==> config.mk <==
export PLATFORM = sky130hd
export DESIGN_NAME = ilpc_top
export DESIGN_NICKNAME = d
export VERILOG_FILES = /design/src/rtl/ilpc_pkg.sv /design/src/rtl/ilpc_stack.sv /design/src/rtl/ilpc_top.sv
export SDC_FILE = /design/constraint.sdc
export NUM_CORES = 1
export LEC_CHECK = 0
export BUFFER_PORTS_ARGS = -buffer_cell sky130_fd_sc_hd__buf_2
export CORE_MARGIN = 2
export CORE_UTILIZATION = 28
export DETAILED_ROUTE_END_ITERATION = 7
export SLEW_MARGIN = 10
export SYNTH_ARGS = -nofsm -noshare
export SYNTH_HDL_FRONTEND = slang
export SYNTH_SLANG_ARGS = --single-unit
==> constraint.sdc <==
create_clock -name clk_sys_i -period 12.6 [get_ports clk_sys_i]
set_input_delay 1.89 -clock clk_sys_i [delete_from_list [all_inputs] [get_ports clk_sys_i]]
set_output_delay 1.89 -clock clk_sys_i [all_outputs]
set_load 0.005 [all_outputs]
==> src/rtl/ilpc_pkg.sv <==
/*
 * Package of the interrupt and low-power controller: register addresses,
 * field positions, source order, vectors, timing figures and shared types.
 * Assumes a single processor clock at twice the input clock rate.
 */
`default_nettype none

package ilpc_pkg;

  // ----------------------------------------------------------------------
  // Register addresses and fields
  // ----------------------------------------------------------------------
  localparam logic [13:0] DM_SERIAL0_ABUF_CTRL = 14'h3ff3;
  localparam int ABUF_PROCESSOR_CLOCK_OUTPUT_DIS_BIT = 14;
  localparam logic [15:0] ABUF_RESET = 16'h0000;
  // Interrupt control: sense selection of the three request pins, nesting.
  localparam int INTERRUPT_CONTROL_REG_EDGE_ZERO = 0;
  localparam int INTERRUPT_CONTROL_REG_EDGE_ONE = 1;
  localparam int INTERRUPT_CONTROL_REG_EDGE_TWO = 2;
  localparam int INTERRUPT_CONTROL_REG_NEST = 4;
  localparam logic [4:0] INTERRUPT_CONTROL_REG_RESET = 5'h00;
  // Force/clear word: force bits low, clear bits high.
  localparam int IFC_FORCE_SW0 = 0;
  localparam int IFC_FORCE_SW1 = 1;
  localparam int IFC_FORCE_PWD = 2;
  localparam int IFC_CLEAR_SW0 = 8;
  localparam int IFC_CLEAR_SW1 = 9;
  localparam logic [9:0] MASK_RESET = 10'h000;

  // ----------------------------------------------------------------------
  // Sources, index 0 has the highest priority
  // ----------------------------------------------------------------------
  localparam int NUM_SRC = 11;
  localparam int SRC_PWD = 0;
  localparam int SRC_REQ2 = 1;
  localparam int SRC_HWR = 2;
  localparam int SRC_HRD = 3;
  localparam int SRC_S0TX = 4;
  localparam int SRC_S0RX = 5;
  localparam int SRC_SW1 = 6;
  localparam int SRC_SW0 = 7;
  localparam int SRC_S1TX = 8;
  localparam int SRC_S1RX = 9;
  localparam int SRC_TIMER = 10;
  localparam logic [3:0] LEVEL_NONE = 4'hf;
  localparam logic [13:0] VEC_RESET = 14'h0000;

  // Returns the vector address of a source index.
  function automatic logic [13:0] vector_of(input logic [3:0] idx);
    case (idx)
      4'h0: vector_of = 14'h002c;
      4'h1: vector_of = 14'h0004;
      4'h2: vector_of = 14'h0008;
      4'h3: vector_of = 14'h000c;
      4'h4: vector_of = 14'h0010;
      4'h5: vector_of = 14'h0014;
      4'h6: vector_of = 14'h0018;
      4'h7: vector_of = 14'h001c;
      4'h8: vector_of = 14'h0020;
      4'h9: vector_of = 14'h0024;
      default: vector_of = 14'h0028;
    endcase
  endfunction

  // ----------------------------------------------------------------------
  // Timing
  // ----------------------------------------------------------------------
  localparam int SOFT_RESET_CYCLES = 5;
  localparam int CYC_PER_INPUT_CLOCK = 2;
  localparam int WAKE_FAST_INPUT_CLOCK = 100;
  localparam int WAKE_OSC_INPUT_CLOCK = 4096;
  localparam int STACK_DEPTH = 12;
  localparam int SLOW_DIV_BASE = 16;

  // ----------------------------------------------------------------------
  // Types
  // ----------------------------------------------------------------------
  typedef enum logic [1:0] {
    PD_RUN = 2'b00,
    PD_ARMED = 2'b01,
    PD_SLEEP = 2'b10,
    PD_WAKE = 2'b11
  } ilpc_pd_t;

  typedef struct packed {
    logic [3:0] level;
    logic [15:0] status;
  } ilpc_entry_t;

endpackage

`default_nettype wire

==> src/rtl/ilpc_stack.sv <==
/*
 * Status stack used on interrupt entry and return.
 * Assumes push and pop are never both requested in one cycle.
 */
`timescale 1ns/100ps
`default_nettype none

module ilpc_stack #(
  parameter int DEPTH = ilpc_pkg::STACK_DEPTH
) (
  input wire logic clk_sys_i,
  input wire logic rst_n_i,
  input wire logic push_i,
  input wire logic pop_i,
  input wire ilpc_pkg::ilpc_entry_t din_i,
  output ilpc_pkg::ilpc_entry_t dout_o,
  output logic empty_o,
  output logic overflow_o
);

  ilpc_pkg::ilpc_entry_t mem [DEPTH];
  logic [4:0] depth;

  // ----------------------------------------------------------------------
  // Storage and pointer
  // ----------------------------------------------------------------------
  // A push onto a full stack is dropped and flagged, a pop when empty is
  // ignored so the pointer never wraps.
  always_ff @(posedge clk_sys_i or negedge rst_n_i) begin
    if (!rst_n_i) begin
      depth <= 5'h00;
      overflow_o <= 1'b0;
    end else if (push_i) begin
      if (depth == 5'(DEPTH)) begin
        overflow_o <= 1'b1;
      end else begin
        depth <= depth + 5'h01;
      end
    end else if (pop_i && depth != 5'h00) begin
      depth <= depth - 5'h01;
    end
  end

  // Entry writes need no reset.
  always_ff @(posedge clk_sys_i) begin
    if (push_i && depth != 5'(DEPTH)) begin
      mem[depth[3:0]] <= din_i;
    end
  end

  // Top of stack and empty indication.
  assign dout_o = (depth == 5'h00) ? '0 : mem[4'(depth - 5'h01)];
  assign empty_o = (depth == 5'h00);

endmodule

`default_nettype wire

==> src/rtl/ilpc_top.sv <==
/*
 * Interrupt and low-power controller: request sensing, masking, fixed
 * priority selection, nesting with a status stack, host soft reset,
 * powerdown with wake-up timing, idle and slow idle.
 * Assumes all inputs are synchronous to clk_sys_i and that instruction
 * strobes from the core are one-cycle pulses.
 */
`timescale 1ns/100ps
`default_nettype none

// Notes on behaviour
// - A host soft reset request holds soft reset high for five cycles.
// - Eleven sources besides reset: three pins, timer, host, serial, soft, pwd.
// - Fixed priority order and vector table, reset highest, timer lowest.
// - All levels except powerdown and reset have a mask bit.
// - Pending requests are ANDed with mask; highest surviving one is taken.
// - One cycle after a mask write no interrupt is taken.
// - Control register picks edge or level sensing per request pin.
// - Nested mode lets higher levels preempt; sequential waits for return.
// - Write-only force/clear word sets or clears software interrupts.
// - Status is pushed on entry and popped on return, twelve deep.
// - Global on/off gates all servicing, powerdown included, over the mask.
// - Global servicing is enabled after reset.
// - Bit 14 of serial-0 autobuffer control at 0x3ff3 gates clock out.
// - With clock kept running, wake takes 100 input clocks.
// - With oscillator stopped, wake waits 4096 input clocks.
// - Powerdown starts from the pin or the software force bit.
// - Powerdown request is an edge, unmaskable interrupt; handler commits.
// - On wake, context setting selects resume or restart with clean context.
// - Reset pin ends powerdown; host soft reset ends it when asleep.
// - Acknowledge output is high once powerdown is fully entered.
// - Idle stalls until an unmasked interrupt, serves it, then continues.
// - Slow idle divides clocks by 16..128; wake waits up to n cycles.
module ilpc_top #(
  parameter int STAT_W = 16,
  parameter int WAKE_OSC_CYCLES =
    ilpc_pkg::WAKE_OSC_INPUT_CLOCK * ilpc_pkg::CYC_PER_INPUT_CLOCK
) (
  input wire logic clk_sys_i,
  input wire logic rst_n_i,
  input wire logic ext_request_zero_n_i,
  input wire logic ext_request_one_n_i,
  input wire logic ext_request_two_n_i,
  input wire logic powerdown_pin_n_i,
  input wire logic timer_req_i,
  input wire logic host_wr_req_i,
  input wire logic host_rd_req_i,
  input wire logic s0_tx_req_i,
  input wire logic s0_rx_req_i,
  input wire logic s1_tx_req_i,
  input wire logic s1_rx_req_i,
  input wire logic s1_as_requests_i,
  input wire logic host_soft_reset_req_i,
  input wire logic osc_stopped_i,
  input wire logic powerup_context_reset_i,
  input wire logic mask_we_i,
  input wire logic [9:0] mask_wdata_i,
  input wire logic ctrl_we_i,
  input wire logic [4:0] ctrl_wdata_i,
  input wire logic force_clear_we_i,
  input wire logic [15:0] force_clear_wdata_i,
  input wire logic global_interrupt_on_i,
  input wire logic global_interrupt_off_i,
  input wire logic return_i,
  input wire logic [STAT_W-1:0] status_i,
  input wire logic pd_commit_i,
  input wire logic idle_i,
  input wire logic [1:0] idle_div_sel_i,
  input wire logic idle_slow_i,
  input wire logic dm_we_i,
  input wire logic dm_re_i,
  input wire logic [13:0] dm_addr_i,
  input wire logic [15:0] dm_wdata_i,
  output logic [15:0] dm_rdata_o,
  output logic int_take_o,
  output logic [13:0] int_vector_o,
  output logic [STAT_W-1:0] status_o,
  output logic stack_overflow_o,
  output logic [10:0] pending_o,
  output logic global_enable_o,
  output logic soft_reset_o,
  output logic powerdown_acknowledge_o,
  output logic pd_resume_o,
  output logic pd_context_clear_o,
  output logic stall_o,
  output logic slow_tick_o,
  output logic processor_clock_output_en_o
);

  localparam int N = ilpc_pkg::NUM_SRC;
  localparam logic [12:0] WAKE_FAST_CYCLES =
    13'(ilpc_pkg::WAKE_FAST_INPUT_CLOCK * ilpc_pkg::CYC_PER_INPUT_CLOCK - 1);
  localparam logic [12:0] WAKE_OSC_CNT = 13'(WAKE_OSC_CYCLES - 1);
  localparam logic [2:0] SOFT_RST_CNT = 3'(ilpc_pkg::SOFT_RESET_CYCLES);

  logic [9:0] interrupt_mask_reg;
  logic [4:0] interrupt_control_reg;
  logic [15:0] serial0_autobuffer_control;
  logic gie;
  logic mask_block;
  logic [N-1:0] raw_req;
  logic [N-1:0] raw_q;
  logic [N-1:0] edge_mode;
  logic [N-1:0] force_set;
  logic [N-1:0] soft_clear;
  logic [N-1:0] latched;
  logic [N-1:0] pending;
  logic [N-1:0] eligible;
  logic [3:0] sel;
  logic sel_valid;
  logic [3:0] cur_level;
  logic take;
  logic [2:0] soft_cnt;
  ilpc_pkg::ilpc_pd_t pd_state;
  logic [12:0] wake_cnt;
  logic pd_restart;
  logic idle_q;
  logic slow_q;
  logic [6:0] slow_cnt;
  logic [6:0] slow_div;
  logic slow_ok;
  ilpc_pkg::ilpc_entry_t stack_top;
  logic stack_empty;
  logic stack_push;
  logic stack_pop;

  // ----------------------------------------------------------------------
  // Request sensing
  // ----------------------------------------------------------------------
  // Source vector in priority order; serial port 1 lines double as pins.
  always_comb begin
    raw_req = '0;
    raw_req[ilpc_pkg::SRC_PWD] = !powerdown_pin_n_i;
    raw_req[ilpc_pkg::SRC_REQ2] = !ext_request_two_n_i;
    raw_req[ilpc_pkg::SRC_HWR] = host_wr_req_i;
    raw_req[ilpc_pkg::SRC_HRD] = host_rd_req_i;
    raw_req[ilpc_pkg::SRC_S0TX] = s0_tx_req_i;
    raw_req[ilpc_pkg::SRC_S0RX] = s0_rx_req_i;
    raw_req[ilpc_pkg::SRC_S1TX] = s1_as_requests_i ?
      !ext_request_one_n_i : s1_tx_req_i;
    raw_req[ilpc_pkg::SRC_S1RX] = s1_as_requests_i ?
      !ext_request_zero_n_i : s1_rx_req_i;
    raw_req[ilpc_pkg::SRC_TIMER] = timer_req_i;
  end

  // Only the request pins may be level sensed; all else is edge sensed.
  always_comb begin
    edge_mode = '1;
    edge_mode[ilpc_pkg::SRC_REQ2] =
      interrupt_control_reg[ilpc_pkg::INTERRUPT_CONTROL_REG_EDGE_TWO];
    edge_mode[ilpc_pkg::SRC_S1TX] = !s1_as_requests_i ||
      interrupt_control_reg[ilpc_pkg::INTERRUPT_CONTROL_REG_EDGE_ONE];
    edge_mode[ilpc_pkg::SRC_S1RX] = !s1_as_requests_i ||
      interrupt_control_reg[ilpc_pkg::INTERRUPT_CONTROL_REG_EDGE_ZERO];
  end

  // Software forces and clears decoded from the write-only word.
  always_comb begin
    force_set = '0;
    soft_clear = '0;
    if (force_clear_we_i) begin
      force_set[ilpc_pkg::SRC_SW0] =
        force_clear_wdata_i[ilpc_pkg::IFC_FORCE_SW0];
      force_set[ilpc_pkg::SRC_SW1] =
        force_clear_wdata_i[ilpc_pkg::IFC_FORCE_SW1];
      force_set[ilpc_pkg::SRC_PWD] =
        force_clear_wdata_i[ilpc_pkg::IFC_FORCE_PWD];
      soft_clear[ilpc_pkg::SRC_SW0] =
        force_clear_wdata_i[ilpc_pkg::IFC_CLEAR_SW0];
      soft_clear[ilpc_pkg::SRC_SW1] =
        force_clear_wdata_i[ilpc_pkg::IFC_CLEAR_SW1];
    end
  end

  // Previous request levels for edge detection.
  always_ff @(posedge clk_sys_i or negedge rst_n_i) begin
    if (!rst_n_i) begin
      raw_q <= '0;
    end else begin
      raw_q <= raw_req;
    end
  end

  // Per source pending latch; a new edge wins over service or clear.
  for (genvar i = 0; i < N; i++) begin : g_src
    always_ff @(posedge clk_sys_i or negedge rst_n_i) begin
      if (!rst_n_i) begin
        latched[i] <= 1'b0;
      end else if ((raw_req[i] && !raw_q[i]) || force_set[i]) begin
        latched[i] <= 1'b1;
      end else if ((take && sel == 4'(i)) || soft_clear[i]) begin
        latched[i] <= 1'b0;
      end
    end
    assign pending[i] = edge_mode[i] ? latched[i] : raw_req[i];
    if (i == ilpc_pkg::SRC_PWD) begin : g_nomask
      assign eligible[i] = pending[i];
    end else begin : g_mask
      assign eligible[i] = pending[i] && interrupt_mask_reg[i-1];
    end
  end

  // ----------------------------------------------------------------------
  // Selection and service
  // ----------------------------------------------------------------------
  // Lowest index among eligible sources wins.
  always_comb begin
    sel = ilpc_pkg::LEVEL_NONE;
    sel_valid = 1'b0;
    for (int k = N - 1; k >= 0; k--) begin
      if (eligible[k]) begin
        sel = 4'(k);
        sel_valid = 1'b1;
      end
    end
  end

  // Take conditions: enable, mask guard cycle, mode, power and idle state.
  always_comb begin
    take = sel_valid && gie && !mask_block && !return_i;
    if (interrupt_control_reg[ilpc_pkg::INTERRUPT_CONTROL_REG_NEST]) begin
      take = take && sel < cur_level;
    end else begin
      take = take && cur_level == ilpc_pkg::LEVEL_NONE;
    end
    take = take && !soft_reset_o && slow_ok &&
      (pd_state == ilpc_pkg::PD_RUN || pd_state == ilpc_pkg::PD_ARMED);
  end

  assign stack_push = take;
  assign stack_pop = return_i;

  // Status stack: level in service and core status travel together.
  ilpc_stack #(
    .DEPTH(ilpc_pkg::STACK_DEPTH)
  ) u_stack (
    .clk_sys_i(clk_sys_i),
    .rst_n_i(rst_n_i),
    .push_i(stack_push),
    .pop_i(stack_pop),
    .din_i({cur_level, 16'(status_i)}),
    .dout_o(stack_top),
    .empty_o(stack_empty),
    .overflow_o(stack_overflow_o)
  );

  // Level in service, vector pulse and restored status.
  always_ff @(posedge clk_sys_i or negedge rst_n_i) begin
    if (!rst_n_i) begin
      cur_level <= ilpc_pkg::LEVEL_NONE;
      int_take_o <= 1'b0;
      int_vector_o <= ilpc_pkg::VEC_RESET;
      status_o <= '0;
    end else begin
      int_take_o <= take || pd_restart;
      if (pd_restart) begin
        cur_level <= ilpc_pkg::LEVEL_NONE;
        int_vector_o <= ilpc_pkg::VEC_RESET;
      end else if (take) begin
        cur_level <= sel;
        int_vector_o <= ilpc_pkg::vector_of(sel);
      end else if (return_i && !stack_empty) begin
        cur_level <= stack_top.level;
        status_o <= STAT_W'(stack_top.status);
      end
    end
  end

  // ----------------------------------------------------------------------
  // Software visible control
  // ----------------------------------------------------------------------
  // Mask, control, global enable and the one-cycle guard after a mask write.
  always_ff @(posedge clk_sys_i or negedge rst_n_i) begin
    if (!rst_n_i) begin
      interrupt_mask_reg <= ilpc_pkg::MASK_RESET;
      interrupt_control_reg <= ilpc_pkg::INTERRUPT_CONTROL_REG_RESET;
      gie <= 1'b1;
      mask_block <= 1'b0;
    end else begin
      mask_block <= mask_we_i;
      if (mask_we_i) begin
        interrupt_mask_reg <= mask_wdata_i;
      end
      if (ctrl_we_i) begin
        interrupt_control_reg <= ctrl_wdata_i;
      end
      if (global_interrupt_on_i) begin
        gie <= 1'b1;
      end else if (global_interrupt_off_i) begin
        gie <= 1'b0;
      end
    end
  end

  // Autobuffer control word at its data address; read data registered.
  always_ff @(posedge clk_sys_i or negedge rst_n_i) begin
    if (!rst_n_i) begin
      serial0_autobuffer_control <= ilpc_pkg::ABUF_RESET;
      dm_rdata_o <= 16'h0000;
    end else begin
      if (dm_we_i && dm_addr_i == ilpc_pkg::DM_SERIAL0_ABUF_CTRL) begin
        serial0_autobuffer_control <= dm_wdata_i;
      end
      if (dm_re_i && dm_addr_i == ilpc_pkg::DM_SERIAL0_ABUF_CTRL) begin
        dm_rdata_o <= serial0_autobuffer_control;
      end else begin
        dm_rdata_o <= 16'h0000;
      end
    end
  end

  // Status outputs for the core.
  always_ff @(posedge clk_sys_i or negedge rst_n_i) begin
    if (!rst_n_i) begin
      pending_o <= '0;
      global_enable_o <= 1'b1;
      processor_clock_output_en_o <= 1'b1;
    end else begin
      pending_o <= pending;
      global_enable_o <= gie;
      processor_clock_output_en_o <= !serial0_autobuffer_control[
        ilpc_pkg::ABUF_PROCESSOR_CLOCK_OUTPUT_DIS_BIT];
    end
  end

  // ----------------------------------------------------------------------
  // Host soft reset
  // ----------------------------------------------------------------------
  // Counts the held cycles; a new request restarts the count.
  always_ff @(posedge clk_sys_i or negedge rst_n_i) begin
    if (!rst_n_i) begin
      soft_cnt <= 3'h0;
      soft_reset_o <= 1'b0;
    end else if (host_soft_reset_req_i) begin
      soft_cnt <= SOFT_RST_CNT - 3'h1;
      soft_reset_o <= 1'b1;
    end else if (soft_cnt != 3'h0) begin
      soft_cnt <= soft_cnt - 3'h1;
    end else begin
      soft_reset_o <= 1'b0;
    end
  end

  // ----------------------------------------------------------------------
  // Powerdown
  // ----------------------------------------------------------------------
  // Arm on the powerdown service, sleep on commit, wake on pin release or
  // soft reset, then wait the recovery time before execution resumes.
  always_ff @(posedge clk_sys_i or negedge rst_n_i) begin
    if (!rst_n_i) begin
      pd_state <= ilpc_pkg::PD_RUN;
      wake_cnt <= 13'h0000;
      powerdown_acknowledge_o <= 1'b0;
      pd_resume_o <= 1'b0;
      pd_context_clear_o <= 1'b0;
      pd_restart <= 1'b0;
    end else begin
      pd_resume_o <= 1'b0;
      pd_context_clear_o <= 1'b0;
      pd_restart <= 1'b0;
      unique case (pd_state)
        ilpc_pkg::PD_RUN: begin
          if (take && sel == 4'(ilpc_pkg::SRC_PWD)) begin
            pd_state <= ilpc_pkg::PD_ARMED;
          end
        end
        ilpc_pkg::PD_ARMED: begin
          if (pd_commit_i) begin
            pd_state <= ilpc_pkg::PD_SLEEP;
            powerdown_acknowledge_o <= 1'b1;
          end
        end
        ilpc_pkg::PD_SLEEP: begin
          if (powerdown_pin_n_i || host_soft_reset_req_i) begin
            pd_state <= ilpc_pkg::PD_WAKE;
            powerdown_acknowledge_o <= 1'b0;
            wake_cnt <= osc_stopped_i ? WAKE_OSC_CNT : WAKE_FAST_CYCLES;
          end
        end
        ilpc_pkg::PD_WAKE: begin
          if (wake_cnt != 13'h0000) begin
            wake_cnt <= wake_cnt - 13'h0001;
          end else begin
            pd_state <= ilpc_pkg::PD_RUN;
            pd_context_clear_o <= powerup_context_reset_i;
            pd_restart <= powerup_context_reset_i;
            pd_resume_o <= !powerup_context_reset_i;
          end
        end
      endcase
    end
  end

  // ----------------------------------------------------------------------
  // Idle and slow idle
  // ----------------------------------------------------------------------
  // Divisor minus one: 16, 32, 64 or 128.
  assign slow_div = 7'((ilpc_pkg::SLOW_DIV_BASE << idle_div_sel_i) - 1);
  // In slow idle an interrupt is only taken on a divided clock edge.
  assign slow_ok = !(idle_q && slow_q) || slow_cnt == 7'h00;

  // Idle state: stall until a take, then resume after the idle instruction.
  always_ff @(posedge clk_sys_i or negedge rst_n_i) begin
    if (!rst_n_i) begin
      idle_q <= 1'b0;
      slow_q <= 1'b0;
      slow_cnt <= 7'h00;
      stall_o <= 1'b0;
    end else begin
      if (idle_i && !idle_q) begin
        idle_q <= 1'b1;
        slow_q <= idle_slow_i;
        slow_cnt <= slow_div;
        stall_o <= 1'b1;
      end else if (idle_q && take) begin
        idle_q <= 1'b0;
        slow_q <= 1'b0;
        stall_o <= 1'b0;
      end else if (idle_q && slow_q) begin
        slow_cnt <= (slow_cnt == 7'h00) ? slow_div
                                        : slow_cnt - 7'h01;
      end
    end
  end

  // Divided clock enable for core, serial clock, clock out and timer.
  always_ff @(posedge clk_sys_i or negedge rst_n_i) begin
    if (!rst_n_i) begin
      slow_tick_o <= 1'b1;
    end else begin
      slow_tick_o <= !(idle_q && slow_q) || slow_cnt == 7'h00;
    end
  end

endmodule

`default_nettype wire

==> impl_metrics.ini <==
[outcome]
status = finished clean

[worst_setup_path]
cp_slowest_cell = a2111oi_4
crit_top_cell = a21oi_1
required_ps = 12840
cp_cell_sequence = buf_2 -> and4bb_2 -> a31o_4 -> a211oi_4 -> o21a_1 -> ha_1 -> a21o_1 -> a21oi_1 -> a21oi_1 -> a2111oi_4 -> and2_4 -> and3_1 -> buf_4
crit_path_max_fanout = 29
criticalPathCategory = in -> reg
cp_top_family = compound AO/OA/AOI/OAI gates
arrival_ps = 5830
end_kind = flop
critPathLaunchType = input port
cpPeakStageDelay_ps = 610
path_buf_inv = 2

[sta]
tightestPinTransition_ps = 1040
finalCritPeriodShare_pct = 44.4
slew-limit-headroom_pct = 30.6
setup-tns-final_ps = 0
fin_skew_ps = 12.5
min_period_ps = 5600
fmax_mhz = 179
finalSetupViolations = 0
hold_viol_final = 0
rsz0062_at_grt = false
maxSlewViolCount = 0

[placed_design]
gp_congestion = 0.762
dp_hpwl_mm = 21.5
portBuffers = 151

[detailed_routing]
dr.first_iter.drc_count = 548
viasPerCell = 4.66
final_antenna_net_count = 0
drc = 0
num_vias = 9001
drt-wirelength-per-cell_microns = 18.1
wl_mm = 35.0
drtPass1Iterations = 5

[yosys]
synth_top_area_cell = edfxtp_1
yosysSeqAreaShare_pct = 69.1
synth_area_sq_mm = 0.0157
synth_area_leaders = edfxtp_1 46%, dfrtp_1 22%, mux4_2 8.6%, mux2_2 2.7%, a21oi_1 1.4%
synth_cells = 969
synth_top_area_share_pct = 46.0
ys_ff_latch = 384
synth_top_flop_cell = edfxtp_1
synth_cell_types = 70
synth_edf_count = 240
synthArstFlopShare_pct = 37.5
avgSynthCellArea_sq_um = 16.2
yosys_warnings = 0

[clock_network]
cts_setup_buffers = 0
cts_buffer_depth = 3
cts_tree = done
cts-resized-gates = 0
clk-insertion-delay-late_ps = 560
numClockSinks = 384
clk_pin_slew_ps = 50
htree_levels = 2
cts_buffers = 43
cts_hold_buffers = 0
clk_root_buffer_cell = clkbuf_16

[power_and_ir_drop]
ir_drop_uv = 155
total_power_w = 0.00399
leakagePower_nw = 7.20
p_per_area_mw_per_mm2 = 213

[grt]
grt_antenna_before_repair = 4
grt_pass1_wl_mm = 53.7
grt_max_degree = 63
grt-ovfl-total = 0
groute.usage.overall_pct = 12.1
grt_pass1_vias = 9317

[finish]
largest_reg_flops = 240
syn2layout_area_growth_pct = 19.8
drive_gt1_share_pct = 30.8
layout.nets = 1270

[die]
core_sq_mm = 0.0552
dieWidth_microns = 241
num_rows = 86
dieArea_sq_mm = 0.0578
dieHeight_microns = 241
start_util_pct = 28.4
io_pins = 174

[worst_hold_path]
hold_class = reg -> reg

[job]
drv_cap = 0
## cell usage after synthesis, types with 11 or more instances
library cell,number
a211oi_1,11
a21oi_1,45
and3_1,32
clkbuf_1,24
dfrtp_1,136
edfxtp_1,240
ha_1,17
inv_1,31
mux2_2,37
mux2i_1,21
mux4_2,60
nand2_1,40
nand3_1,14
nor2_1,55
nor3_1,12
o21ai_0,33
## cells in the final DEF (no fill, tap or decap), types with 5 or more instances in the layout
| master | n |
|---|---|
| buf_4 | 19 |
| nand4_1 | 9 |
| clkbuf_1 | 14 |
| edfxtp_1 | 240 |
| a31oi_1 | 10 |
| inv_1 | 31 |
| a21o_1 | 7 |
| a22o_1 | 5 |
| or3_1 | 5 |
| mux2_4 | 10 |
| nand2_1 | 40 |
| nor2_1 | 55 |
| dfstp_2 | 8 |
| mux4_2 | 60 |
| a211oi_1 | 11 |
| mux2i_1 | 21 |
| dfrtp_1 | 135 |
| mux2_2 | 37 |
| nor2b_1 | 5 |
| and3_1 | 32 |
| clkinv_1 | 7 |
| conb_1 | 10 |
| ha_1 | 16 |
| nor3_1 | 11 |
| buf_2 | 150 |
| a21oi_1 | 45 |
| o21ai_0 | 33 |
| nand2b_1 | 7 |
| clkbuf_16 | 44 |
| nand3_1 | 14 |
## kinds of logic after synthesis
kind of cell | count (synthesis) | share of synthesized area (%)
compound gates | 154 | 6.62
fa+ha+maj | 17 | 1.36
xor+xnor | 6 | 0.336
other cells | 1 | 0.0239
simple gates | 201 | 6.69
flops | 384 | 69.1
buf+inv | 78 | 2.29
mux | 128 | 13.6
## path summary, 6_finish.rpt
path,depth (start not counted),end,slack (ps),start
setup / recovery,13,u_stack.mem[11][16]$_DFFE_PP_,7000,s1_as_requests_i
hold / removal,0,global_enable_o$_DFF_PN1_,380,gie$_DFFE_PN1P_
setup reg to reg,14,u_stack.mem[11][16]$_DFFE_PP_,8060,interrupt_control_reg[0]$_DFFE_PN0P_
hold reg to reg,0,global_enable_o$_DFF_PN1_,380,gie$_DFFE_PN1P_
max in group asynchronous,3,dm_rdata_o[4]$_DFF_PN0_,9570,rst_n_i
min in group asynchronous,1,status_o[1]$_DFFE_PN0P_,1230,rst_n_i
## layout make-up
| type | count | area, sq um |
|---|---|---|
| Antenna cell | 3 | 7.51 |
| Clock buffer | 61 | 1190 |
| Clock inverter | 19 | 214 |
| Fill cell | 5336 | 36400 |
| Inverter | 31 | 116 |
| Multi-Input combinational cell | 516 | 4560 |
| Sequential cell | 384 | 10800 |
| Tap cell | 748 | 936 |
| Timing Repair Buffer | 170 | 905 |
## per-layer routing
layer | track usage (%) | wire, microns | up-vias
met4 | 3.73 | 665 | 4
met5 | 0 | 27 | -
li1 | - | - | 4095
met3 | 2.92 | 1930 | 49
met1 | 16.9 | 16000 | 4649
met2 | 18.8 | 16400 | 204
## worst register-to-register path, cell delays in order (launching register included)
cell       delay (ps)
dfrtp_1           390
and4bb_2          310
a31o_2            160
o211ai_1          100
a31oi_1           210
or3_1             220
inv_1             170
ha_1              220
a21o_1            150
a21oi_1           140
a21oi_1           110
a2111oi_4         610
and2_4            470
and3_1            580
buf_4             380
## report_power, final
group	total (W)	switching, W	leakage, nW	internal (W)
sequential	0.00160	0.000123	3.85	0.00147
clock	0.00125	0.000503	0.676	0.000746
combinational	0.00115	0.000590	2.67	0.000556
## metrics by stage
stage	utilization (%)	hold WS, ps	cell area, sq um	setup slack, ps	std cells
2_1_floorplan	-	358	15700	6710	978
3_3_place_gp	31.4	369	17300	6480	1849
3_5_place_dp	31.4	366	17300	6420	1849
4_1_cts	34.0	376	18800	7010	1929
5_1_grt	34.0	388	18800	6660	1931
6_report	34.0	377	18800	7000	1932
Power figures use the tool's default switching activity.
